### src/outbound_doorbell_pkg.sv
// Constants for the outbound doorbell interrupt unit.
// Assumes both access ports carry 32-bit words at byte offsets.
package outbound_doorbell_pkg;

    // Local bus register offsets
    localparam logic [15:0] LB_DOORBELL_OFF = 16'h132C;
    localparam logic [15:0] LB_CAUSE_OFF    = 16'h1330;
    localparam logic [15:0] LB_BLOCK_OFF    = 16'h1334;

    // PCI configuration register offsets
    localparam logic [15:0] CFG_DOORBELL_OFF = 16'h002C;
    localparam logic [15:0] CFG_CAUSE_OFF    = 16'h0030;
    localparam logic [15:0] CFG_BLOCK_OFF    = 16'h0034;

    // Doorbell field positions
    localparam int DB_LINE_D_BIT = 31;
    localparam int DB_LINE_C_BIT = 30;
    localparam int DB_LINE_B_BIT = 29;
    localparam int DB_LINE_A_BIT = 28;
    localparam int DB_SOFT_MSB   = 27;

    // Cause and block field positions
    localparam int ST_LINE_D_BIT = 7;
    localparam int ST_LINE_A_BIT = 4;
    localparam int ST_POSTQ_BIT  = 3;
    localparam int ST_SOFT_BIT   = 2;
    localparam int ST_MSG1_BIT   = 1;
    localparam int ST_MSG0_BIT   = 0;
    localparam int BLOCK_MSB     = 6;

    // Reset values
    localparam logic [31:0] DOORBELL_RESET = 32'h0000_0000;
    localparam logic [7:0]  BLOCK_RESET    = 8'h00;
    localparam logic [1:0]  MSG_RESET      = 2'h0;

    // Interrupt pin selection codes (0 means no pin)
    localparam logic [2:0] PIN_NONE = 3'h0;
    localparam logic [2:0] PIN_A    = 3'h1;
    localparam logic [2:0] PIN_D    = 3'h4;
endpackage

### src/access_port.sv
// One register access port: decodes three word offsets, answers a cycle later.
// Assumes a single-cycle request strobe synchronous to clk.
`timescale 1ns/1ps
`default_nettype none
module access_port #(
    parameter logic [15:0] DOORBELL_OFF = 16'h0000,
    parameter logic [15:0] CAUSE_OFF    = 16'h0004,
    parameter logic [15:0] BLOCK_OFF    = 16'h0008
) (
    input  wire logic        clk,
    input  wire logic        srst,
    input  wire logic        req,
    input  wire logic        we,
    input  wire logic [15:0] addr,
    input  wire logic [31:0] doorbell_word,
    input  wire logic [31:0] cause_word,
    input  wire logic [31:0] block_word,
    output logic             wr_doorbell,
    output logic             wr_cause,
    output logic             wr_block,
    output logic             ack,
    output logic [31:0]      rdata
);
    logic        next_ack;
    logic [31:0] next_rdata;

    // Offsets must be word aligned
    if (DOORBELL_OFF[1:0] != 2'h0 || CAUSE_OFF[1:0] != 2'h0 ||
        BLOCK_OFF[1:0] != 2'h0) begin : g_bad_off
        $error("access_port: unaligned offset");
    end

    // Write decode
    assign wr_doorbell = req && we && addr == DOORBELL_OFF;
    assign wr_cause    = req && we && addr == CAUSE_OFF;
    assign wr_block    = req && we && addr == BLOCK_OFF;

    // Read mux; unmapped offsets read zero
    always_comb begin
        next_ack   = req;
        next_rdata = 32'h0000_0000;
        if (req && !we) begin
            if (addr == DOORBELL_OFF)   next_rdata = doorbell_word;
            else if (addr == CAUSE_OFF) next_rdata = cause_word;
            else if (addr == BLOCK_OFF) next_rdata = block_word;
        end
    end

    always_ff @(posedge clk) begin
        if (srst) begin
            ack   <= 1'b0;
            rdata <= 32'h0000_0000;
        end else begin
            ack   <= next_ack;
            rdata <= next_rdata;
        end
    end
endmodule
`default_nettype wire

### src/irq_router.sv
// Gates the cause bits by the block bits and drives the four open-drain lines.
// Assumes cause and block are stable register values from the parent.
`timescale 1ns/1ps
`default_nettype none
module irq_router (
    input  wire logic       clk,
    input  wire logic       srst,
    input  wire logic [7:0] cause,
    input  wire logic [7:0] block,
    input  wire logic [2:0] pin_sel,
    output logic [3:0]      line_oe
);
    logic [7:0] allowed;
    logic       shared_req;
    logic [3:0] next_line_oe;

    // A source counts only when set and not blocked
    assign allowed    = cause & ~block; // [RULE13] [RULE19]
    assign shared_req = allowed[outbound_doorbell_pkg::ST_POSTQ_BIT]  // [RULE15]
                      | allowed[outbound_doorbell_pkg::ST_SOFT_BIT]   // [RULE16]
                      | allowed[outbound_doorbell_pkg::ST_MSG1_BIT]   // [RULE17]
                      | allowed[outbound_doorbell_pkg::ST_MSG0_BIT];

    // Dedicated lines plus the shared request on the configured pin
    always_comb begin
        next_line_oe = allowed[outbound_doorbell_pkg::ST_LINE_D_BIT:
                               outbound_doorbell_pkg::ST_LINE_A_BIT]; // [RULE14]
        if (pin_sel >= outbound_doorbell_pkg::PIN_A && pin_sel <= outbound_doorbell_pkg::PIN_D)
            next_line_oe[pin_sel[1:0] - 2'd1] = next_line_oe[pin_sel[1:0] - 2'd1]
                                               | shared_req; // [RULE4]
    end

    always_ff @(posedge clk) begin
        if (srst) line_oe <= 4'h0;
        else      line_oe <= next_line_oe; // [RULE19]
    end
endmodule
`default_nettype wire

### src/outbound_doorbell_interrupt_unit.sv
// Outbound doorbell, cause and block registers of the message exchange unit.
// Assumes the local bus and the PCI configuration path each present one
// request strobe per access, and message writes arrive as one-cycle pulses.
`timescale 1ns/1ps
`default_nettype none

// Summary of operation
// [RULE1] Doorbell bit 29 drives interrupt line B
// [RULE2] Doorbell bit 28 drives interrupt line A
// [RULE3] Any soft bit 27:0 raises interrupt
// [RULE4] Soft interrupt uses configured pin
// [RULE5] PCI doorbell access is clear-type
// [RULE6] Cause 7:4 mirror doorbell line bits
// [RULE7] Cause 3 set while head differs tail
// [RULE8] Cause 2 set while any soft bit
// [RULE9] Message writes set cause 1 and 0
// [RULE10] Local side clears message cause bits
// [RULE11] Cause bits 31:8 reserved, zero
// [RULE12] PCI cause access never stores data; here PCI cause writes of ones clear message bits 1:0
// [RULE13] Block bit one suppresses, resets zero
// [RULE14] Block 6:4 suppress lines C, B, A
// [RULE15] Block 3 suppresses post queue interrupt
// [RULE16] Block 2 suppresses soft doorbell interrupt
// [RULE17] Block 1:0 suppress message interrupts
// [RULE18] PCI block register is readable, writable
// [RULE19] Registered cause and not block gating
module outbound_doorbell_interrupt_unit #(
    parameter int PTR_W = 16
) (
    input  wire logic             clk,
    input  wire logic             srst,
    // Local bus access port
    input  wire logic             lb_req,
    input  wire logic             lb_we,
    input  wire logic [15:0]      lb_addr,
    input  wire logic [31:0]      lb_wdata,
    output logic                  lb_ack,
    output logic [31:0]           lb_rdata,
    // PCI configuration access port
    input  wire logic             cfg_req,
    input  wire logic             cfg_we,
    input  wire logic [15:0]      cfg_addr,
    input  wire logic [31:0]      cfg_wdata,
    output logic                  cfg_ack,
    output logic [31:0]           cfg_rdata,
    // Outbound message register write pulses
    input  wire logic             msg0_written,
    input  wire logic             msg1_written,
    // Outbound post queue pointers
    input  wire logic [PTR_W-1:0] postq_head,
    input  wire logic [PTR_W-1:0] postq_tail,
    // Interrupt pin setting of the address translation unit
    input  wire logic [2:0]       irq_pin_sel,
    // Open-drain interrupt lines, index 0 is line A
    output logic [3:0]            host_irq_line_n_out,
    output logic [3:0]            host_irq_line_n_oe
);
    // Pointer width must be usable
    if (PTR_W < 1 || PTR_W > 32) begin : g_bad_ptr_w
        $error("outbound_doorbell_interrupt_unit: PTR_W out of range");
    end

    // Register state
    logic [31:0] host_doorbell_out;
    logic [7:0]  host_irq_block;
    logic [1:0]  msg_flag;
    logic [31:0] next_doorbell;
    logic [7:0]  next_block;
    logic [1:0]  next_msg_flag;

    // Live cause view
    logic [7:0]  cause;
    logic [31:0] host_irq_cause;
    logic [31:0] block_word;

    // Write strobes from both ports
    logic lb_wr_doorbell;
    logic lb_wr_cause;
    logic lb_wr_block;
    logic cfg_wr_doorbell;
    logic cfg_wr_cause;
    logic cfg_wr_block;

    // Set and clear terms
    logic [31:0] doorbell_set;
    logic [31:0] doorbell_clr;
    logic [1:0]  msg_set;
    logic [1:0]  msg_clr;

    // Local bus port
    access_port #(
        .DOORBELL_OFF (outbound_doorbell_pkg::LB_DOORBELL_OFF),
        .CAUSE_OFF    (outbound_doorbell_pkg::LB_CAUSE_OFF),
        .BLOCK_OFF    (outbound_doorbell_pkg::LB_BLOCK_OFF)
    ) u_lb_port (
        .clk           (clk),
        .srst          (srst),
        .req           (lb_req),
        .we            (lb_we),
        .addr          (lb_addr),
        .doorbell_word (host_doorbell_out),
        .cause_word    (host_irq_cause),
        .block_word    (block_word),
        .wr_doorbell   (lb_wr_doorbell),
        .wr_cause      (lb_wr_cause),
        .wr_block      (lb_wr_block),
        .ack           (lb_ack),
        .rdata         (lb_rdata)
    );

    // PCI configuration port
    access_port #(
        .DOORBELL_OFF (outbound_doorbell_pkg::CFG_DOORBELL_OFF),
        .CAUSE_OFF    (outbound_doorbell_pkg::CFG_CAUSE_OFF),
        .BLOCK_OFF    (outbound_doorbell_pkg::CFG_BLOCK_OFF)
    ) u_cfg_port (
        .clk           (clk),
        .srst          (srst),
        .req           (cfg_req),
        .we            (cfg_we),
        .addr          (cfg_addr),
        .doorbell_word (host_doorbell_out),
        .cause_word    (host_irq_cause),
        .block_word    (block_word),
        .wr_doorbell   (cfg_wr_doorbell),
        .wr_cause      (cfg_wr_cause),
        .wr_block      (cfg_wr_block),
        .ack           (cfg_ack),
        .rdata         (cfg_rdata)
    );

    // Local processor rings bits by writing ones; host clears by writing ones
    assign doorbell_set = lb_wr_doorbell ? lb_wdata : 32'h0000_0000;
    assign doorbell_clr = cfg_wr_doorbell ? cfg_wdata : 32'h0000_0000; // [RULE5]

    // Doorbell next value, a new ring beats a simultaneous clear
    always_comb begin
        next_doorbell = (host_doorbell_out & ~doorbell_clr) | doorbell_set;
    end

    always_ff @(posedge clk) begin
        if (srst) host_doorbell_out <= outbound_doorbell_pkg::DOORBELL_RESET;
        else      host_doorbell_out <= next_doorbell;
    end

    // Message flags: set by message writes, cleared by writing ones
    assign msg_set = {msg1_written, msg0_written}; // [RULE9]
    assign msg_clr = (lb_wr_cause ? lb_wdata[1:0] : 2'h0)   // [RULE10]
                   | (cfg_wr_cause ? cfg_wdata[1:0] : 2'h0); // [RULE12]

    // Set wins over clear in the same cycle
    always_comb begin
        next_msg_flag = (msg_flag & ~msg_clr) | msg_set; // [RULE9]
    end

    always_ff @(posedge clk) begin
        if (srst) msg_flag <= outbound_doorbell_pkg::MSG_RESET;
        else      msg_flag <= next_msg_flag;
    end

    // Block register, writable from both sides; host write wins a tie
    always_comb begin
        next_block = host_irq_block;
        if (lb_wr_block)
            next_block = {1'b0, lb_wdata[outbound_doorbell_pkg::BLOCK_MSB:0]};
        if (cfg_wr_block)
            next_block = {1'b0, cfg_wdata[outbound_doorbell_pkg::BLOCK_MSB:0]}; // [RULE18]
    end

    always_ff @(posedge clk) begin
        if (srst) host_irq_block <= outbound_doorbell_pkg::BLOCK_RESET; // [RULE13]
        else      host_irq_block <= next_block;
    end

    // Cause bits follow their sources; only the message bits hold state
    assign cause[outbound_doorbell_pkg::ST_LINE_D_BIT:outbound_doorbell_pkg::ST_LINE_A_BIT] =
        host_doorbell_out[outbound_doorbell_pkg::DB_LINE_D_BIT:
                          outbound_doorbell_pkg::DB_LINE_A_BIT]; // [RULE6] [RULE1] [RULE2]
    assign cause[outbound_doorbell_pkg::ST_POSTQ_BIT] = postq_head != postq_tail; // [RULE7]
    assign cause[outbound_doorbell_pkg::ST_SOFT_BIT]  =
        |host_doorbell_out[outbound_doorbell_pkg::DB_SOFT_MSB:0]; // [RULE3] [RULE8]
    assign cause[outbound_doorbell_pkg::ST_MSG1_BIT:outbound_doorbell_pkg::ST_MSG0_BIT] =
        msg_flag;

    // Read words, reserved upper bits as zero
    assign host_irq_cause = {24'h00_0000, cause}; // [RULE11]
    assign block_word     = {24'h00_0000, host_irq_block};

    // Line drivers
    irq_router u_router (
        .clk     (clk),
        .srst    (srst),
        .cause   (cause),
        .block   (host_irq_block),
        .pin_sel (irq_pin_sel),
        .line_oe (host_irq_line_n_oe)
    );

    // Open drain: only ever pulls low
    assign host_irq_line_n_out = 4'h0;
endmodule
`default_nettype wire

### config.mk
export PLATFORM = sky130hd
export DESIGN_NAME = outbound_doorbell_interrupt_unit
export DESIGN_NICKNAME = d
export VERILOG_FILES = /design/src/outbound_doorbell_pkg.sv /design/src/access_port.sv /design/src/irq_router.sv /design/src/outbound_doorbell_interrupt_unit.sv
export SDC_FILE = /design/constraint.sdc
export NUM_CORES = 1
export LEC_CHECK = 0
export BUFFER_PORTS_ARGS = -buffer_cell sky130_fd_sc_hd__buf_2
export CAP_MARGIN = 20
export CORE_MARGIN = 1
export CORE_UTILIZATION = 42
export DETAILED_ROUTE_END_ITERATION = 6
export PLACE_DENSITY_LB_ADDON = 0.05
export RECOVER_POWER = 25
export SYNTH_ARGS = -nofsm -noshare
export SYNTH_HDL_FRONTEND = slang
export SYNTH_SLANG_ARGS = --single-unit
### constraint.sdc
create_clock -name clk -period 1.65 [get_ports clk]
set_input_delay 0.165 -clock clk [delete_from_list [all_inputs] [get_ports clk]]
set_output_delay 0.165 -clock clk [all_outputs]
set_load 0.01 [all_outputs]
Word level (Yosys, flattened, before mapping)

Cells that the tools add are included.

Register bits: 111
Output and inout bits: 74
Word-level logic and storage cells: 71

$add $sub $neg: 1
Magnitude comparators: 4
Equality and inequality tests: 7
Mux-type cells: 18
Bitwise logic cells: 15
Reductions and logical operators: 18

Operators with widths:

| operator             | number |
|---|---|
| $mux 32              | 6 |
| $eq 16x13->1 const B | 3 |
| $eq 16x6->1 const B  | 3 |
| $and 32x32->32       | 1 |
| $not 32->32          | 1 |
| $or 32x32->32        | 1 |
| $mux 7               | 4 |
| $reduce_or 28->1     | 1 |
| $ne 16x16->1         | 1 |
| $logic_and 1x1->1    | 12 |
| $and 8x8->8          | 1 |
| $not 7->8            | 1 |
| $bwmux 4             | 1 |
| $mux 2               | 2 |
| $mux 4               | 1 |
| $or 1x1->1           | 4 |
| $or 2x2->2           | 2 |
| $reduce_or 2->1      | 2 |
| $ge 3x1->1 const B   | 1 |
| $le 3x3->1 const B   | 1 |
| $lt 2x3->1 const B   | 1 |
| $and 2x2->2          | 1 |
| $bmux 1 s2           | 1 |
| $demux 1 s2          | 1 |
| other kinds (7)      | 10 |

Depth between registers and ports, before layout

Depth after elaboration: 8
Depth in mapped cells: 7

Hierarchy

Synthesis repeated with hierarchy kept, for this count alone.

Cell total of the unflattened synthesis: 652
Area, all modules: 5530.3 sq um

Modules (own cells, without submodules):

| module                           | times used | cells an instance | area an instance (sq um) | sequential area each (sq um) |
|---|---|---|---|---|
| outbound_doorbell_interrupt_unit | 1          | 212               | 1866.8                   | 820.8 |
| access_port at u_cfg_port        | 1          | 201               | 1655.3                   | 660.6 |
| access_port at u_lb_port         | 1          | 201               | 1642.8                   | 660.6 |
| irq_router                       | 1          | 38                | 365.4                    | 80.1 |

Least setup slack after synthesis

OpenSTA, ideal clock, no wires.

Path type: register to register
Start point: reg host_doorbell_out[28]
End point: reg u_router.line_oe[1]
Setup time: 145 ps
Arrival time: 1525 ps
Required time: 1505 ps
Setup slack: -20 ps
Stages on the path, launching flop included: 6
Buffers on the path: 0
Cell sequence: dfxtp_1 -> nor2b_1 -> mux4_2 -> a221o_1 -> a221oi_2 -> a211oi_1

Longest elaborated chain between the ends: 6

Ends and longest elaborated chain:

| what                         | line                                    | text |
|---|---|---|
| from (decl)                  | outbound_doorbell_interrupt_unit.sv:64  | `logic [31:0] host_doorbell_out;` |
| from (signal assigned)       | outbound_doorbell_interrupt_unit.sv:142 | `if (srst) host_doorbell_out <= outbound_doorbell_pkg::DOORBELL_RESET;` |
| from (signal assigned)       | outbound_doorbell_interrupt_unit.sv:143 | `else host_doorbell_out <= next_doorbell;` |
| $and 8x8->8                  | irq_router.sv:18                        | `assign allowed = cause & ~block;` |
| $bmux 1 s2                   | irq_router.sv:29                        | `next_line_oe[pin_sel[1:0] - 2'd1] = next_line_oe[pin_sel[1:0] - 2'd1]` |
| $mux 1 (implied by the code) | irq_router.sv:29                        |  |
| $or 1x1->1                   | irq_router.sv:30                        | `\| shared_req;` |
| $bwmux 4                     | irq_router.sv:29                        |  |
| $mux 4                       | irq_router.sv:28                        | `if (pin_sel >= outbound_doorbell_pkg::PIN_A && pin_sel <= outbound_doorbell_pkg::PIN_D)` |
| to (signal assigned)         | irq_router.sv:35                        | `else line_oe <= next_line_oe;` |
| to (decl)                    | irq_router.sv:11                        | `output logic [3:0] line_oe` |

Every way passes these cells. The select of a mux whose other input is x is not followed.
A chain may end at the register's enable or synchronous reset.

Worst setup path after layout

Start point: reg host_doorbell_out[6]
End point: reg u_router.line_oe[0]

Longest elaborated chain between the ends: 8

Ends and longest elaborated chain:

| what             | line                                    | text |
|---|---|---|
| $reduce_or 28->1 | outbound_doorbell_interrupt_unit.sv:181 | `\|host_doorbell_out[outbound_doorbell_pkg::DB_SOFT_MSB:0];` |
| $and 8x8->8      | irq_router.sv:18                        |  |
| $or 1x1->1       | irq_router.sv:20                        | `\| allowed[outbound_doorbell_pkg::ST_SOFT_BIT]` |
| $or 1x1->1       | irq_router.sv:21                        | `\| allowed[outbound_doorbell_pkg::ST_MSG1_BIT]` |
| $or 1x1->1       | irq_router.sv:22                        | `\| allowed[outbound_doorbell_pkg::ST_MSG0_BIT];` |
| $or 1x1->1       | irq_router.sv:30                        |  |
| $bwmux 4         | irq_router.sv:29                        |  |
| $mux 4           | irq_router.sv:28                        |  |

Every way passes these cells.

==> flow_summary.ini <==
[synthesis]
synth.area.top_cells = dfxtp_1 50%, a32o_1 7.2%, and2_1 7.2%, xor2_1 3.2%, nand2_1 3.0%
yosysUniqueCellTypes = 46
synth_top_cell_by_area = dfxtp_1
syn_area_per_cell_um2 = 10.2
synth-simple-area-share = 0.236
synthAdderAreaFrac = 0.0141
synth_top_family_by_area = simple AND/OR/NAND/NOR gates
ys_seq_area_frac = 0.500
synth_xor_area_frac = 0.0315
syn_inst = 436
ys_seq_elements = 111
synth_mux_area_frac = 0.0343
yosys.area.top_type_share = 0.500
syn_area_um2 = 4440
synth_compound_area_frac = 0.142
yosys_warnings = 0

[clock_network]
worstSkewPairLatency_ns = 0.37
clockBufferDepth = 2
post_cts_buffers = 0
cts_root_buffer = clkbuf_8
cts_tree = done
clk_pin_slew_worst_paths_ns = 0.11
htreeDepth = 3
cts_sinks = 111
numCtsBuffers = 9

[critical_path]
cp_num_buf_inv = 1
path_class = reg2reg
max_stage_delay_ns = 0.36
cp.depth = 6
r2r_start = host_doorbell_out[6]$_SDFF_PP0_
crit_path_cell_trace = nor4_4, and4_1, nand4_1, a221oi_2, buf_4, a211oi_2
crit_path_start_kind = register
crit_fanout = 4
cp_slowest_cell = dfxtp_2
reg2reg_depth = 6
cp-end-kind = register
startpoint = host_doorbell_out[6]$_SDFF_PP0_
rrSetupSlack_ns = -0.1
crit_family = simple AND/OR/NAND/NOR gates
r2r-end = u_router.line_oe[0]$_SDFF_PP0_
worst_ep_arrival_time_ns = 2.00
endpoint = u_router.line_oe[0]$_SDFF_PP0_
required_ns = 1.90

[floorplanning]
core_region_area_um2 = 10300
die_w_um = 105
die_h_um = 105
ioPinCount = 213
start_util = 0.432
die_area_um2 = 11000
core.rowCount = 37

[place]
port_buffers = 208
routabilityCongestion = 0.842
dp_cells = 822
dp_hpwl_mm = 9.89

[run]
drv_cap = 0

[sta]
max_freq_ghz = 0.572
setup_slack_ns = -0.0986
skew_ns = 0.0115
rsz0062_at_grt = yes
post-route-period-util = 1.06
hold_viol_final = 0
period_needed_ns = 1.75
drv_slew = 0
setup_viol = 5

[global_routing]
grt_use_total = 0.239
grt_max_degree = 33
grt_pass1_wl_mm = 20.5
grt-ovfl-total = 0
grt_pass1_vias = 4184
antenna_found_initial = 0

[drt]
first_pass_iters = 6
drt_iter0_drc = 160
wl_per_cell_um = 14.9
drcViolationCount = 0
viasPerCell = 4.90
vias = 4203
ant_nets = 0
drt-total-wl_mm = 12.8

[power_and_ir_drop]
p_leak_nw = 2.84
powerDensity_nw_per_um2 = 725
ir_worst_vdd_v = 0.000536
p_total_w = 0.00469

[cells_and_area]
layoutNonFillerInstCount = 857
num-fill-cells = 981
synthToLayoutAreaGrowth_pct = 45.6
nets = 860
drive_above_1_share = 0.388
n_antenna_cell = 0

[min_path]
min_path_type = in2reg

[run_status]
violations = negative setup slack
status = complete, but fails checks
cell families after synthesis:
group,Yosys count
and+or+nand+nor,183
DFF,111
AOI/OAI and AO/OA,70
buffers and inverters,36
xor gates and xnor gates,16
muxes,14
adders and majority gates,5
other,1
where the power goes:
group	internal (W)	leakage, nW	switching [W]	total (W)
registers	0.00269	0.898	0.00000687	0.00269
logic	0.000222	1.84	0.000183	0.000405
clock network	0.000604	0.102	0.000991	0.00159
worst min path at each step:
stage                 startpoint                               end  slack [ns]  depth (start not counted)
finish              lb_wdata[27]  host_doorbell_out[27]$_SDFF_PP0_        0.01                          2
global route        lb_wdata[27]  host_doorbell_out[27]$_SDFF_PP0_       0.002                          2
CTS                 lb_wdata[31]  host_doorbell_out[31]$_SDFF_PP0_     0.00006                          2
detailed placement  msg0_written            msg_flag[0]$_SDFF_PP0_        0.38                          2
global placement    msg0_written            msg_flag[0]$_SDFF_PP0_        0.38                          2
floorplan                   srst    u_router.line_oe[2]$_SDFF_PP0_        0.24                          1
flip-flops by register name, summed over array words and instances (netlist names):
register           cells
u_lb_port.rdata       32
msg_flag               2
host_irq_block         7
host_doorbell_out     32
u_cfg_port.ack         1
u_lb_port.ack          1
u_cfg_port.rdata      32
u_router.line_oe       4
final cells by class:
cell class / count / area, µm² / share of cell area
clock inverters: 7 / 71.3 / 0.0110
inverters: 11 / 41.3 / 0.00638
flip-flops and latches: 111 / 2230 / 0.344
multi-input cells: 292 / 2130 / 0.329
repair buffers: 291 / 1710 / 0.264
well taps: 136 / 170 / 0.0263
clock buffers: 9 / 124 / 0.0191
synth_stat cells, drive strengths merged:
master	n
and4	1
nand4	7
nor3b	1
nor4	18
dfxtp	111
nand2	36
clkinv	1
conb	1
clkbuf	13
o21a	2
mux4	1
o31ai	3
mux2i	13
nand2b	5
buf	12
and2	51
and4bb	2
nor2b	7
a21boi	1
nor2	36
a21oi	11
xor2	16
nor3	12
inv	10
a211oi	11
nor4b	2
a32o	32
a22oi	1
ha	5
a221o	1
and3	1
or3	2
or2	1
a221oi	8
nand3	1
cells in the final DEF (no fill, tap or decap), types with 11 or more instances in the layout:
master	count
xor2_1	16
dlygate4sd3_1	19
clkbuf_1	42
a21oi_1	11
buf_4	60
nand2_1	36
dfxtp_1	105
and2_1	51
a32o_1	32
nor2_1	35
buf_2	166
mux2i_1	13
repair_timing:
item / 4_1_cts / 5_1_grt
pin swaps: 5 / 5
endpoints found under the setup margin: 6 / 6
hold buffers: 14 / 5
gates resized for setup: 6 / 5
hold endpoints to repair: 14 / 5
per-stage QoR:
step                      hold slack [ns]   util  setup TNS, ns  instance area (µm²)  setup slack, ns
after global routing              0.00199  0.630         -0.969                 6470           -0.195
after detailed placement            0.378  0.593          -6.03                 6090           -0.291
after floorplan                     0.238      -       -0.00816                 4470         -0.00381
after global placement              0.377  0.593          -3.27                 6090           -0.288
final                              0.0147  0.630         -0.438                 6470          -0.0986
after CTS                       0.0000628  0.628         -0.664                 6460           -0.140
worst register-to-register path, stage by stage, from the launching register on:
cell and delay [ns]:
dfxtp_2 0.36, nor4_4 0.27, and4_1 0.23, nand4_1 0.22, a221oi_2 0.34, buf_4 0.16
a211oi_2 0.06
per-layer routing:
metal  track usage  wire length, µm  share of wire
met1         0.286             5420           0.42
met2         0.429             6450           0.50
met3        0.0487              673          0.053
met4        0.0704              228          0.018
met5             0                0              0
Note: power is estimated with default switching activity, not from simulation.
